File: src/verilog/psh_map.svh
// Contract
// - start strobe clears complete, raises moving
// - direct mode: one 16-bit ramp, taken on edge
// - table entries carry own accel and decel
// - pause: suspend before push, restart after
// - completion sets complete, zone when inside window (cancel and home completions leave zone low)
// - moving drops together with complete rising
// - incremental attribute 1 relative, 0 absolute
// - relative start mid-move: target plus amount
// - each further relative start adds once more
// - push relative: current position plus amount
// - shortcut setting enables shortest rotary path
// - single direction allows endless one-way rotation (code applies it only when the shortcut bit is also set)
// - complete asserts on entering positioning band
// - newest target always overrides running one (starts are ignored while homing)
// - rotary unit: 100 linear units per degree
// - reset while paused cancels, complete after 1 ms
`ifndef PSH_MAP_SVH
`define PSH_MAP_SVH
// ----------------------------------------
// register offsets
// ----------------------------------------
`define PSH_OFS_CTRL 8'h00
`define PSH_OFS_WIDTH 8'h04
`define PSH_OFS_ZONE_HI 8'h08
`define PSH_OFS_ZONE_LO 8'h0C
`define PSH_OFS_SPEED 8'h10
`define PSH_OFS_DPOS 8'h14
`define PSH_OFS_DACC 8'h18
`define PSH_OFS_TSEL 8'h1C
`define PSH_OFS_TPOS 8'h20
`define PSH_OFS_TATTR 8'h24
`define PSH_OFS_TACC 8'h28
`define PSH_OFS_STATUS 8'h2C
`define PSH_OFS_CURPOS 8'h30
`define PSH_OFS_TARGET 8'h34
`define PSH_OFS_ACCACT 8'h38
// ----------------------------------------
// field positions
// ----------------------------------------
`define PSH_CTRL_DIRECT 0
`define PSH_CTRL_SHORT 1
`define PSH_CTRL_SINGLE 2
`define PSH_CTRL_ROTARY 3
`define PSH_CTRL_DINCR 4
`define PSH_ATTR_INCR 0
`define PSH_ATTR_PUSH 1
// ----------------------------------------
// reset values and scales
// ----------------------------------------
`define PSH_WIDTH_RST 32'h0000_000A
`define PSH_SPEED_RST 32'h0000_0004
`define PSH_REV 32'h0000_8CA0
`define PSH_HALF_REV 32'h0000_4650
`define PSH_HOME_OFS 32'h0000_0064
`define PSH_RESP_OKAY 2'h0
`define PSH_RESP_SLVERR 2'h2
// ----------------------------------------
// timing
// ----------------------------------------
`define PSH_CLK_NS 8
`define PSH_CANCEL_NS 1000000
`endif

File: src/verilog/psh_pkg.sv
package psh_pkg;
	// bus word and signed position
	typedef logic [31:0] psh_word_t;
	typedef logic signed [31:0] psh_pos_t;
	// home return sequence, gray along the usual path
	typedef enum logic [1:0] {
		H_IDLE = 2'h0,
		H_SEEK = 2'h1,
		H_BACK = 2'h3,
		H_DONE = 2'h2
	} psh_home_t;
endpackage : psh_pkg

File: src/verilog/psh_sync.sv
`timescale 1ns/10ps
`default_nettype none
module psh_sync #(
	parameter int W = 8
) (
	// clock and reset
	input wire logic i_sys_clk,
	input wire logic i_rst_n,
	// pins and clean levels
	input wire logic [W-1:0] i_async,
	output logic [W-1:0] o_level
);
	// ----------------------------------------
	// three stages per pin
	// ----------------------------------------
	genvar g;
	generate
		for (g = 0; g < W; g++) begin : g_bit
			logic s1;
			logic s2;
			logic s3;
			// level moves only when stages two and three agree
			always_ff @(posedge i_sys_clk or negedge i_rst_n) begin
				if (!i_rst_n) begin
					s1 <= 1'b0;
					s2 <= 1'b0;
					s3 <= 1'b0;
					o_level[g] <= 1'b0;
				end else begin
					s1 <= i_async[g];
					s2 <= s1;
					s3 <= s2;
					if (s2 == s3) o_level[g] <= s3;
				end
			end
		end
	endgenerate
endmodule : psh_sync
`default_nettype wire

File: src/verilog/psh_top.sv
// Local design decisions: the AXI4-Lite slave port and the register offsets.
`timescale 1ns/10ps
`default_nettype none
`include "psh_map.svh"
module psh_top #(
	parameter int P_CANCEL_CYC = `PSH_CANCEL_NS / `PSH_CLK_NS
) (
	// clock and reset
	input wire logic i_sys_clk,
	input wire logic i_rst_n,
	// axi4-lite write
	input wire logic i_s_awvalid,
	output logic o_s_awready,
	input wire logic [7:0] i_s_awaddr,
	input wire logic i_s_wvalid,
	output logic o_s_wready,
	input wire psh_pkg::psh_word_t i_s_wdata,
	input wire logic [3:0] i_s_wstrb,
	output logic o_s_bvalid,
	input wire logic i_s_bready,
	output logic [1:0] o_s_bresp,
	// axi4-lite read
	input wire logic i_s_arvalid,
	output logic o_s_arready,
	input wire logic [7:0] i_s_araddr,
	output logic o_s_rvalid,
	input wire logic i_s_rready,
	output psh_pkg::psh_word_t o_s_rdata,
	output logic [1:0] o_s_rresp,
	// host pins
	input wire logic i_start_strobe,
	input wire logic [2:0] i_pos_select,
	input wire logic i_pause_request,
	input wire logic i_reset_request,
	input wire logic i_home_request,
	input wire logic i_mech_end,
	// driver flags
	output logic o_position_complete_flag,
	output logic o_moving_flag,
	output logic o_zone_flag,
	output logic o_home_done
);
	import psh_pkg::*;
	// ----------------------------------------
	// pin synchronisers and edges
	// ----------------------------------------
	logic [7:0] pin_raw;
	logic [7:0] pin_lvl;
	logic start_d;
	logic home_d;
	logic start_pulse;
	logic home_pulse;
	logic [2:0] sel;
	logic pause;
	logic rreq;
	logic mend;
	assign pin_raw = {i_mech_end, i_home_request, i_reset_request,
		i_pause_request, i_pos_select, i_start_strobe};
	psh_sync #(.W(8)) u_sync (
		.i_sys_clk(i_sys_clk),
		.i_rst_n(i_rst_n),
		.i_async(pin_raw),
		.o_level(pin_lvl)
	);
	assign sel = pin_lvl[3:1];
	assign pause = pin_lvl[4];
	assign rreq = pin_lvl[5];
	assign mend = pin_lvl[7];
	// rising edges only; strobe may stay high until complete drops
	always_ff @(posedge i_sys_clk or negedge i_rst_n) begin
		if (!i_rst_n) begin
			start_d <= 1'b0;
			home_d <= 1'b0;
		end else begin
			start_d <= pin_lvl[0];
			home_d <= pin_lvl[6];
		end
	end
	assign start_pulse = pin_lvl[0] & ~start_d;
	assign home_pulse = pin_lvl[6] & ~home_d;
	// ----------------------------------------
	// registers and position table
	// ----------------------------------------
	logic [4:0] ctrl;
	psh_pos_t pos_width, zone_hi, zone_lo, dpos, tgt, pos, pos_mod;
	psh_word_t speed, acc_act, w_data, wm;
	logic [15:0] dacc;
	logic [2:0] tbl_sel;
	psh_pos_t tbl_pos [0:7];
	logic [1:0] tbl_attr [0:7];
	psh_word_t tbl_acc [0:7];
	logic push_trav, homing, cancel_position_complete_flag;
	psh_home_t home_st;
	// current value and decode of one offset
	function automatic psh_word_t reg_val(input logic [7:0] a);
		psh_word_t r;
		r = '0;
		case (a)
			`PSH_OFS_CTRL: r[4:0] = ctrl;
			`PSH_OFS_WIDTH: r = pos_width;
			`PSH_OFS_ZONE_HI: r = zone_hi;
			`PSH_OFS_ZONE_LO: r = zone_lo;
			`PSH_OFS_SPEED: r = speed;
			`PSH_OFS_DPOS: r = dpos;
			`PSH_OFS_DACC: r[15:0] = dacc;
			`PSH_OFS_TSEL: r[2:0] = tbl_sel;
			`PSH_OFS_TPOS: r = tbl_pos[tbl_sel];
			`PSH_OFS_TATTR: r[1:0] = tbl_attr[tbl_sel];
			`PSH_OFS_TACC: r = tbl_acc[tbl_sel];
			`PSH_OFS_STATUS: r[5:0] = {push_trav, homing, pause,
				o_zone_flag, o_moving_flag, o_position_complete_flag};
			`PSH_OFS_CURPOS: r = pos;
			`PSH_OFS_TARGET: r = tgt;
			`PSH_OFS_ACCACT: r = acc_act;
			default: r = '0;
		endcase
		return r;
	endfunction : reg_val
	function automatic logic reg_hit(input logic [7:0] a);
		return (a[1:0] == 2'h0) && (a <= `PSH_OFS_ACCACT);
	endfunction : reg_hit
	// ----------------------------------------
	// axi4-lite slave
	// ----------------------------------------
	logic [7:0] aw_addr;
	logic [3:0] w_strb;
	logic aw_got, w_got, wr_do;
	assign wr_do = aw_got & w_got & ~o_s_bvalid;
	// byte-lane merge of the write into the current value
	always_comb begin
		wm = reg_val(aw_addr);
		for (int b = 0; b < 4; b++) begin
			if (w_strb[b]) wm[8*b +: 8] = w_data[8*b +: 8];
		end
	end
	// address and data taken in either order, response after both
	always_ff @(posedge i_sys_clk or negedge i_rst_n) begin
		if (!i_rst_n) begin
			o_s_awready <= 1'b1;
			o_s_wready <= 1'b1;
			o_s_bvalid <= 1'b0;
			o_s_bresp <= `PSH_RESP_OKAY;
			aw_got <= 1'b0;
			w_got <= 1'b0;
			aw_addr <= 8'h00;
			w_data <= '0;
			w_strb <= 4'h0;
		end else begin
			if (i_s_awvalid && o_s_awready) begin
				aw_addr <= i_s_awaddr;
				aw_got <= 1'b1;
				o_s_awready <= 1'b0;
			end
			if (i_s_wvalid && o_s_wready) begin
				w_data <= i_s_wdata;
				w_strb <= i_s_wstrb;
				w_got <= 1'b1;
				o_s_wready <= 1'b0;
			end
			if (wr_do) begin
				aw_got <= 1'b0;
				w_got <= 1'b0;
				o_s_bvalid <= 1'b1;
				o_s_bresp <= reg_hit(aw_addr) ? `PSH_RESP_OKAY :
					`PSH_RESP_SLVERR;
			end else if (o_s_bvalid && i_s_bready) begin
				o_s_bvalid <= 1'b0;
				o_s_awready <= 1'b1;
				o_s_wready <= 1'b1;
			end
		end
	end
	// read answer one cycle after the address is taken
	always_ff @(posedge i_sys_clk or negedge i_rst_n) begin
		if (!i_rst_n) begin
			o_s_arready <= 1'b1;
			o_s_rvalid <= 1'b0;
			o_s_rdata <= '0;
			o_s_rresp <= `PSH_RESP_OKAY;
		end else if (i_s_arvalid && o_s_arready) begin
			o_s_arready <= 1'b0;
			o_s_rvalid <= 1'b1;
			o_s_rdata <= reg_val(i_s_araddr);
			o_s_rresp <= reg_hit(i_s_araddr) ? `PSH_RESP_OKAY :
				`PSH_RESP_SLVERR;
		end else if (o_s_rvalid && i_s_rready) begin
			o_s_rvalid <= 1'b0;
			o_s_arready <= 1'b1;
		end
	end
	// register writes; read-only offsets ignore data
	always_ff @(posedge i_sys_clk or negedge i_rst_n) begin
		if (!i_rst_n) begin
			ctrl <= 5'h00;
			pos_width <= `PSH_WIDTH_RST;
			zone_hi <= '0;
			zone_lo <= '0;
			speed <= `PSH_SPEED_RST;
			dpos <= '0;
			dacc <= 16'h0000;
			tbl_sel <= 3'h0;
			for (int i = 0; i < 8; i++) begin
				tbl_pos[i] <= '0;
				tbl_attr[i] <= 2'h0;
				tbl_acc[i] <= '0;
			end
		end else if (wr_do) begin
			case (aw_addr)
				`PSH_OFS_CTRL: ctrl <= wm[4:0];
				`PSH_OFS_WIDTH: pos_width <= wm;
				`PSH_OFS_ZONE_HI: zone_hi <= wm;
				`PSH_OFS_ZONE_LO: zone_lo <= wm;
				`PSH_OFS_SPEED: speed <= wm;
				`PSH_OFS_DPOS: dpos <= wm;
				`PSH_OFS_DACC: dacc <= wm[15:0];
				`PSH_OFS_TSEL: tbl_sel <= wm[2:0];
				`PSH_OFS_TPOS: tbl_pos[tbl_sel] <= wm;
				`PSH_OFS_TATTR: tbl_attr[tbl_sel] <= wm[1:0];
				`PSH_OFS_TACC: tbl_acc[tbl_sel] <= wm;
				default: ;
			endcase
		end
	end
	// ----------------------------------------
	// command resolution
	// ----------------------------------------
	logic direct, rotary, cmd_incr, cmd_push, start_ok, tick;
	psh_pos_t cmd_val, rot_d, next_tgt, diff, absd;
	psh_word_t sel_acc, step_cnt;
	assign direct = ctrl[`PSH_CTRL_DIRECT];
	assign rotary = ctrl[`PSH_CTRL_ROTARY];
	assign sel_acc = tbl_acc[sel];
	assign start_ok = start_pulse & ~homing;
	assign cmd_val = direct ? dpos : tbl_pos[sel];
	assign cmd_incr = direct ? ctrl[`PSH_CTRL_DINCR] :
		tbl_attr[sel][`PSH_ATTR_INCR];
	assign cmd_push = ~direct & tbl_attr[sel][`PSH_ATTR_PUSH];
	// target from entry: relative, push-relative or rotary absolute
	always_comb begin
		rot_d = cmd_val - pos_mod;
		if (ctrl[`PSH_CTRL_SHORT] && ctrl[`PSH_CTRL_SINGLE]) begin
			if (rot_d < 0) rot_d = rot_d + `PSH_REV;
		end else if (ctrl[`PSH_CTRL_SHORT]) begin
			if (rot_d > $signed(`PSH_HALF_REV)) rot_d = rot_d - `PSH_REV;
			else if (rot_d < -$signed(`PSH_HALF_REV)) rot_d = rot_d + `PSH_REV;
		end
		if (cmd_incr && cmd_push && push_trav) next_tgt = pos + cmd_val;
		else if (cmd_incr) next_tgt = tgt + cmd_val;
		else if (rotary) next_tgt = pos + rot_d;
		else next_tgt = cmd_val;
	end
	// step pacing: one unit per speed+1 cycles
	assign tick = step_cnt >= speed;
	always_ff @(posedge i_sys_clk or negedge i_rst_n) begin
		if (!i_rst_n) step_cnt <= '0;
		else step_cnt <= tick ? '0 : step_cnt + 32'h0000_0001;
	end
	// ----------------------------------------
	// target, ramp latch and cancel
	// ----------------------------------------
	logic cancel_now, cancel_done;
	psh_word_t cancel_cnt;
	assign cancel_now = pause & rreq & o_moving_flag & ~cancel_position_complete_flag & ~homing;
	assign cancel_done = cancel_position_complete_flag & ~pause &
		(cancel_cnt == 32'(P_CANCEL_CYC - 1));
	// newest start replaces the running target unless homing is in progress
	always_ff @(posedge i_sys_clk or negedge i_rst_n) begin
		if (!i_rst_n) begin
			tgt <= '0;
			push_trav <= 1'b0;
			acc_act <= '0;
		end else if (start_ok) begin
			tgt <= next_tgt;
			push_trav <= cmd_push;
			acc_act <= direct ? {dacc, dacc} : sel_acc;
		end else if (cancel_now) begin
			tgt <= pos;
		end else if (home_st == H_SEEK && mend) begin
			tgt <= '0;
		end
	end
	// cancel wait runs only once the pause is released
	always_ff @(posedge i_sys_clk or negedge i_rst_n) begin
		if (!i_rst_n) begin
			cancel_position_complete_flag <= 1'b0;
			cancel_cnt <= '0;
		end else if (cancel_now) begin
			cancel_position_complete_flag <= 1'b1;
			cancel_cnt <= '0;
		end else if (start_ok || cancel_done) begin
			cancel_position_complete_flag <= 1'b0;
		end else if (cancel_position_complete_flag && !pause) begin
			cancel_cnt <= cancel_cnt + 32'h0000_0001;
		end
	end
	// ----------------------------------------
	// position and home return
	// ----------------------------------------
	assign homing = (home_st == H_SEEK) || (home_st == H_BACK);
	// pause freezes travel; rotary position wraps per revolution
	always_ff @(posedge i_sys_clk or negedge i_rst_n) begin
		if (!i_rst_n) begin
			pos <= '0;
			pos_mod <= '0;
		end else if (home_st == H_SEEK) begin
			if (mend) begin
				pos <= -`PSH_HOME_OFS;
				pos_mod <= `PSH_REV - `PSH_HOME_OFS;
			end else if (tick && !pause) begin
				pos <= pos - 1;
				pos_mod <= (pos_mod == 0) ? `PSH_REV - 1 : pos_mod - 1;
			end
		end else if (tick && !pause && pos != tgt) begin
			if (tgt > pos) begin
				pos <= pos + 1;
				pos_mod <= (pos_mod == `PSH_REV - 1) ? '0 : pos_mod + 1;
			end else begin
				pos <= pos - 1;
				pos_mod <= (pos_mod == 0) ? `PSH_REV - 1 : pos_mod - 1;
			end
		end
	end
	// pause before the end push suspends, after it restarts
	always_ff @(posedge i_sys_clk or negedge i_rst_n) begin
		if (!i_rst_n) begin
			home_st <= H_IDLE;
			o_home_done <= 1'b0;
		end else begin
			case (home_st)
				H_IDLE, H_DONE: begin
					if (home_pulse) begin
						home_st <= H_SEEK;
						o_home_done <= 1'b0;
					end
				end
				H_SEEK: if (mend) home_st <= H_BACK;
				H_BACK: begin
					if (pause) begin
						home_st <= H_SEEK;
					end else if (pos == 0) begin
						home_st <= H_DONE;
						o_home_done <= 1'b1;
					end
				end
				default: home_st <= H_IDLE;
			endcase
		end
	end
	// ----------------------------------------
	// complete, moving and zone flags
	// ----------------------------------------
	logic band, in_zone;
	assign diff = tgt - pos;
	assign absd = diff[31] ? -diff : diff;
	assign band = absd <= pos_width;
	assign in_zone = (pos >= zone_lo) && (pos <= zone_hi);
	always_ff @(posedge i_sys_clk or negedge i_rst_n) begin
		if (!i_rst_n) begin
			o_position_complete_flag <= 1'b0;
			o_moving_flag <= 1'b0;
			o_zone_flag <= 1'b0;
		end else if (start_ok || (home_pulse && !homing)) begin
			o_position_complete_flag <= 1'b0;
			o_moving_flag <= 1'b1;
			o_zone_flag <= 1'b0;
		end else if (cancel_done || (home_st == H_BACK && !pause && pos == 0)) begin
			o_position_complete_flag <= 1'b1;
			o_moving_flag <= 1'b0;
		end else if (o_moving_flag && !homing && !cancel_position_complete_flag && band) begin
			o_position_complete_flag <= 1'b1;
			o_moving_flag <= 1'b0;
			o_zone_flag <= in_zone;
		end
	end
endmodule : psh_top
`default_nettype wire
File: config.mk
export PLATFORM = sky130hd
export DESIGN_NAME = psh_top
export DESIGN_NICKNAME = d
export VERILOG_FILES = /design/src/verilog/psh_pkg.sv /design/src/verilog/psh_sync.sv /design/src/verilog/psh_top.sv
export VERILOG_INCLUDE_DIRS = /design/src /design/src/verilog
export SDC_FILE = /design/constraint.sdc
export NUM_CORES = 2
export LEC_CHECK = 0
export BUFFER_PORTS_ARGS = -buffer_cell sky130_fd_sc_hd__buf_2
export CAP_MARGIN = 25
export CORE_MARGIN = 4
export CORE_UTILIZATION = 55
export DETAILED_ROUTE_END_ITERATION = 10
export PLACE_DENSITY = 0.71
export SLEW_MARGIN = 15
export SYNTH_ARGS = -nofsm -noshare
export SYNTH_HDL_FRONTEND = slang
export SYNTH_SLANG_ARGS = --single-unit
File: constraint.sdc
create_clock -name i_sys_clk -period 11.09 [get_ports i_sys_clk]
set_input_delay 1.109 -clock i_sys_clk [delete_from_list [all_inputs] [get_ports i_sys_clk]]
set_output_delay 1.109 -clock i_sys_clk [all_outputs]
set_load 0.02 [all_outputs]
==> impl_summary.md <==
Outcome
The flow ran to the end, but the final reports show violations. The final reports fail on DRC.

Layout
In the final layout, the registers with the most flip-flops are tbl_acc (256), tbl_pos (256). In the layout the commonest cells are sky130_fd_sc_hd__dfrtp_1, sky130_fd_sc_hd__mux2_2, sky130_fd_sc_hd__nand2_1, sky130_fd_sc_hd__o21ai_0, sky130_fd_sc_hd__a22oi_1. The multi-input combinational cells in the finished layout cover a total of between 30000 and 40000 µm². The fraction of final layout cells with drive strength greater than 1 is roughly 22%. The final non-filler cell total is roughly 8400. The library cell used most frequently in the layout, excluding fill and tap cells, is sky130_fd_sc_hd__dfrtp_1. The count of filler cells inserted in the layout is 9973. The sequential cell area in the final layout is 25800 µm². For this run, the post-layout net count is around 7000. The growth of design area from synthesis to finish is 9.75%.

Synth
After synthesis, the cell types taking the most area are sky130_fd_sc_hd__dfrtp_1, sky130_fd_sc_hd__mux2_2, sky130_fd_sc_hd__ha_1. The predominant post-synthesis flop cell is sky130_fd_sc_hd__dfrtp_1. The number of flops mapped to enable cells by yosys is 0.

The share of synthesized flip-flops with an asynchronous set or reset is 100%. Yosys mapped the design onto 109 distinct sky130hd cell types. The proportion of synthesized chip area in sequential cells is 38.4%.

For this run, the number of Yosys warnings is 0. Counting flops and latches in the post-synthesis netlist gives around 1000. Dividing the synthesized area by the synthesized cell count gives 10.0 µm².

The cell area after technology mapping is 67200 µm². The area share of the largest cell type after synthesis is 38.1%. The post-synthesis cell type with the largest combined area is sky130_fd_sc_hd__dfrtp_1. Synthesis handed over a netlist of 6695 instances.

Setup path
For the worst setup path, the data required time is 11.74 ns. In this run the worst path has a maximum fanout of 37. The slowest stage of the critical path is the sky130_fd_sc_hd__dfrtp_4 cell. The worst setup path is launched from a register. The worst setup path is of the register to register kind.

The worst setup path is captured at a register. The worst-case reg-to-reg path depth is 33. For the worst setup path, the data arrival time is about 11 ns. In this design, the stage delay of the slowest critical-path cell is 0.66 ns.

Floorplan
In this run the core area contains 128 standard-cell rows. The core footprint is 122000 µm². For this design the top-level I/O count stands at roughly 110. For this configuration, the core starts out at a cell density of 55.3%.

The die width is 358 µm. The floorplan step defined a die boundary enclosing around 130000 µm². The chip height is ~360 µm.

Timing
Setup repair after global routing left no endpoint under its margin. The worst path uses 90.5% of the clock period. The normalized max-slew margin is 21.1%. The final number of max-transition violations is 0. The final hold violation count is 0. The time the worst path needs with I/O delays and setup is roughly 10 ns.

The clock tree skew after final layout is 0.101 ns. Setup violations remaining at the end of the flow were counted as 0. In the final timing run, aggregate negative setup slack is 0 ns.

The maximum clock rate is 99.7 MHz. Across all hold checks on the routed design, the worst slack comes to around 0.35 ns. The slew at the pin with the worst max-slew slack is 1.17 ns.

Placed design
Once placement completed, the tool counted placed cells totaling 8142. Input and output buffers added on the ports amount to 109. Detailed placement finished with a half-perimeter wire length of 180000 µm.

At the end of routability-driven placement, the weighted congestion stood at between 1 and 1.5.

Detailed routing
For this run, design rule violations remaining after detail routing come to 8. The final routed wirelength across all metal layers is around 260000 µm. In the final routed layout, each cell accounts on average for 31.3 µm. Using the TritonRoute via totals, the vias-per-cell ratio works out to a little over 7.

The final route contains 60300 vias. The first routing iteration left approximately 9000 violations. The total iterations of the first detailed-routing run is 11. The count of nets left with antenna violations once routing finished came out at 0.

GRT
Across every metal layer, demand over resource in global routing totals 40.1%. The first-pass GRT wire length is 383000 µm. The via count of the first global-routing pass is 58200. The pin count of the biggest net entering global routing is 194.

The total overflow left after global routing is 0. The number of antenna violations at the first check in global routing is 16.

Clock tree
The number of buffers on the longest clock path is 3. TritonCTS built the clock tree. The cell at the root of the clock tree is sky130_fd_sc_hd__clkbuf_16. The CTS clock-pin slew for the worst setup and hold paths is 0.06 ns. Clock latency on the worst-skew pair, taken at its later pin, is 0.81 ns. The number of gates resized after CTS was 0. The count of clock tree sinks is 1031.

For this design, the CTS-stage hold fixing added 0 buffers. The H-tree was split into 3 levels. After clock tree synthesis, the setup repair step added 0 buffers. Counting the buffers created by CTS gives 112.

Min path
The tightest min-delay check is of the register to register type. Along the worst hold path, the cell count comes to 0.

Job
The tool flagged a number of max-cap violations equal to 0.

Power and ir drop
The power per cell area is 192 nW/µm². Across the VDD grid, the largest voltage drop is around 0.16 mV. In this run the static leakage power is 0.0333 µW.
==> per-layer routing <==
layer | track usage [%] | routed length (µm) | vias up
met3 | 12.8 | 33500 | 1146
met4 | 24.6 | 20000 | 12
li1 | - | - | 25200
met2 | 59.4 | 112000 | 4370
met5 | 0 | 83 | -
met1 | 51.4 | 97100 | 29600
==> power by group <==
part	switching, µW	internal, µW	total, µW
sequential	424	4040	4460
combinational	3830	1820	5640
clock	1720	2320	4030
total	5970	8170	14100
==> metrics by stage <==
step                util (%)  setup slack (ns)  total power, µW  area [µm²]
detailed placement      57.3              1.22             9930       69700
floorplan                  -              1.81             7980       67200
CTS                     60.6              1.14            14000       73700
finish                  60.7              1.06            14100       73800
global placement        57.3              1.42             9870       69700
global route            60.7             0.532            14700       73800
==> synthesized netlist by cell type, types with 158 or more instances <==
| cell | instances |
|---|---|
| sky130_fd_sc_hd__clkbuf_1 | 390 |
| sky130_fd_sc_hd__nand2_1 | 458 |
| sky130_fd_sc_hd__a21oi_1 | 289 |
| sky130_fd_sc_hd__dfrtp_1 | 1025 |
| sky130_fd_sc_hd__nand4_1 | 167 |
| sky130_fd_sc_hd__mux2_2 | 753 |
| sky130_fd_sc_hd__o21ai_0 | 408 |
| sky130_fd_sc_hd__nand3_1 | 158 |
| sky130_fd_sc_hd__inv_1 | 254 |
| sky130_fd_sc_hd__ha_1 | 299 |
| sky130_fd_sc_hd__nor2_1 | 361 |
| sky130_fd_sc_hd__a22oi_1 | 399 |
==> final timing paths <==
kind / slack [ns] / startpoint / to
hold / removal: 0.35 / u_sync.g_bit[2].s1 / u_sync.g_bit[2].s2
min in group asynchronous: 0.43 / i_rst_n / zone_hi[17]
setup / recovery: 1.06 / u_sync.o_level[1] / tgt[31]
hold reg to reg: 0.35 / u_sync.g_bit[2].s1 / u_sync.g_bit[2].s2
max in group asynchronous: 8.21 / i_rst_n / tbl_acc[108]
setup reg to reg: 1.06 / u_sync.o_level[1] / tgt[31]
==> area by class of cell <==
type | instances | share of cell area (%)
multi-input cells | 4941 | 52.7
clock buffers | 150 | 4.28
flip-flops and latches | 1031 | 35.0
well taps | 1625 | 2.76
repair buffers | 295 | 2.86
clock inverters | 61 | 1.10
inverters | 257 | 1.31
diodes | 7 | 0.0237
==> kinds of logic after synthesis <==
kind of cell	after synthesis	synth area share, %
AO/OA/AOI/OAI	1833	18.7
XOR/XNOR	255	3.35
adder cells (fa/ha/maj)	312	5.83
buffers and inverters	724	4.14
flip-flops	1031	38.4
multiplexers	969	18.3
other	1	0.00558
AND/OR/NAND/NOR	1570	11.4
==> critical path, delay by kind of cell, from the launching register on <==
| family | cells | cell delay [ns] |
|---|---|---|
| flip-flops | 1 | 0.66 |
| multiplexers | 2 | 0.81 |
| XOR/XNOR | 2 | 0.37 |
| buffers and inverters | 2 | 0.54 |
| AO/OA/AOI/OAI | 11 | 2.85 |
| adder cells (fa/ha/maj) | 2 | 1.02 |
| AND/OR/NAND/NOR | 14 | 3.44 |
Note: power is estimated with default switching activity, not from simulation.
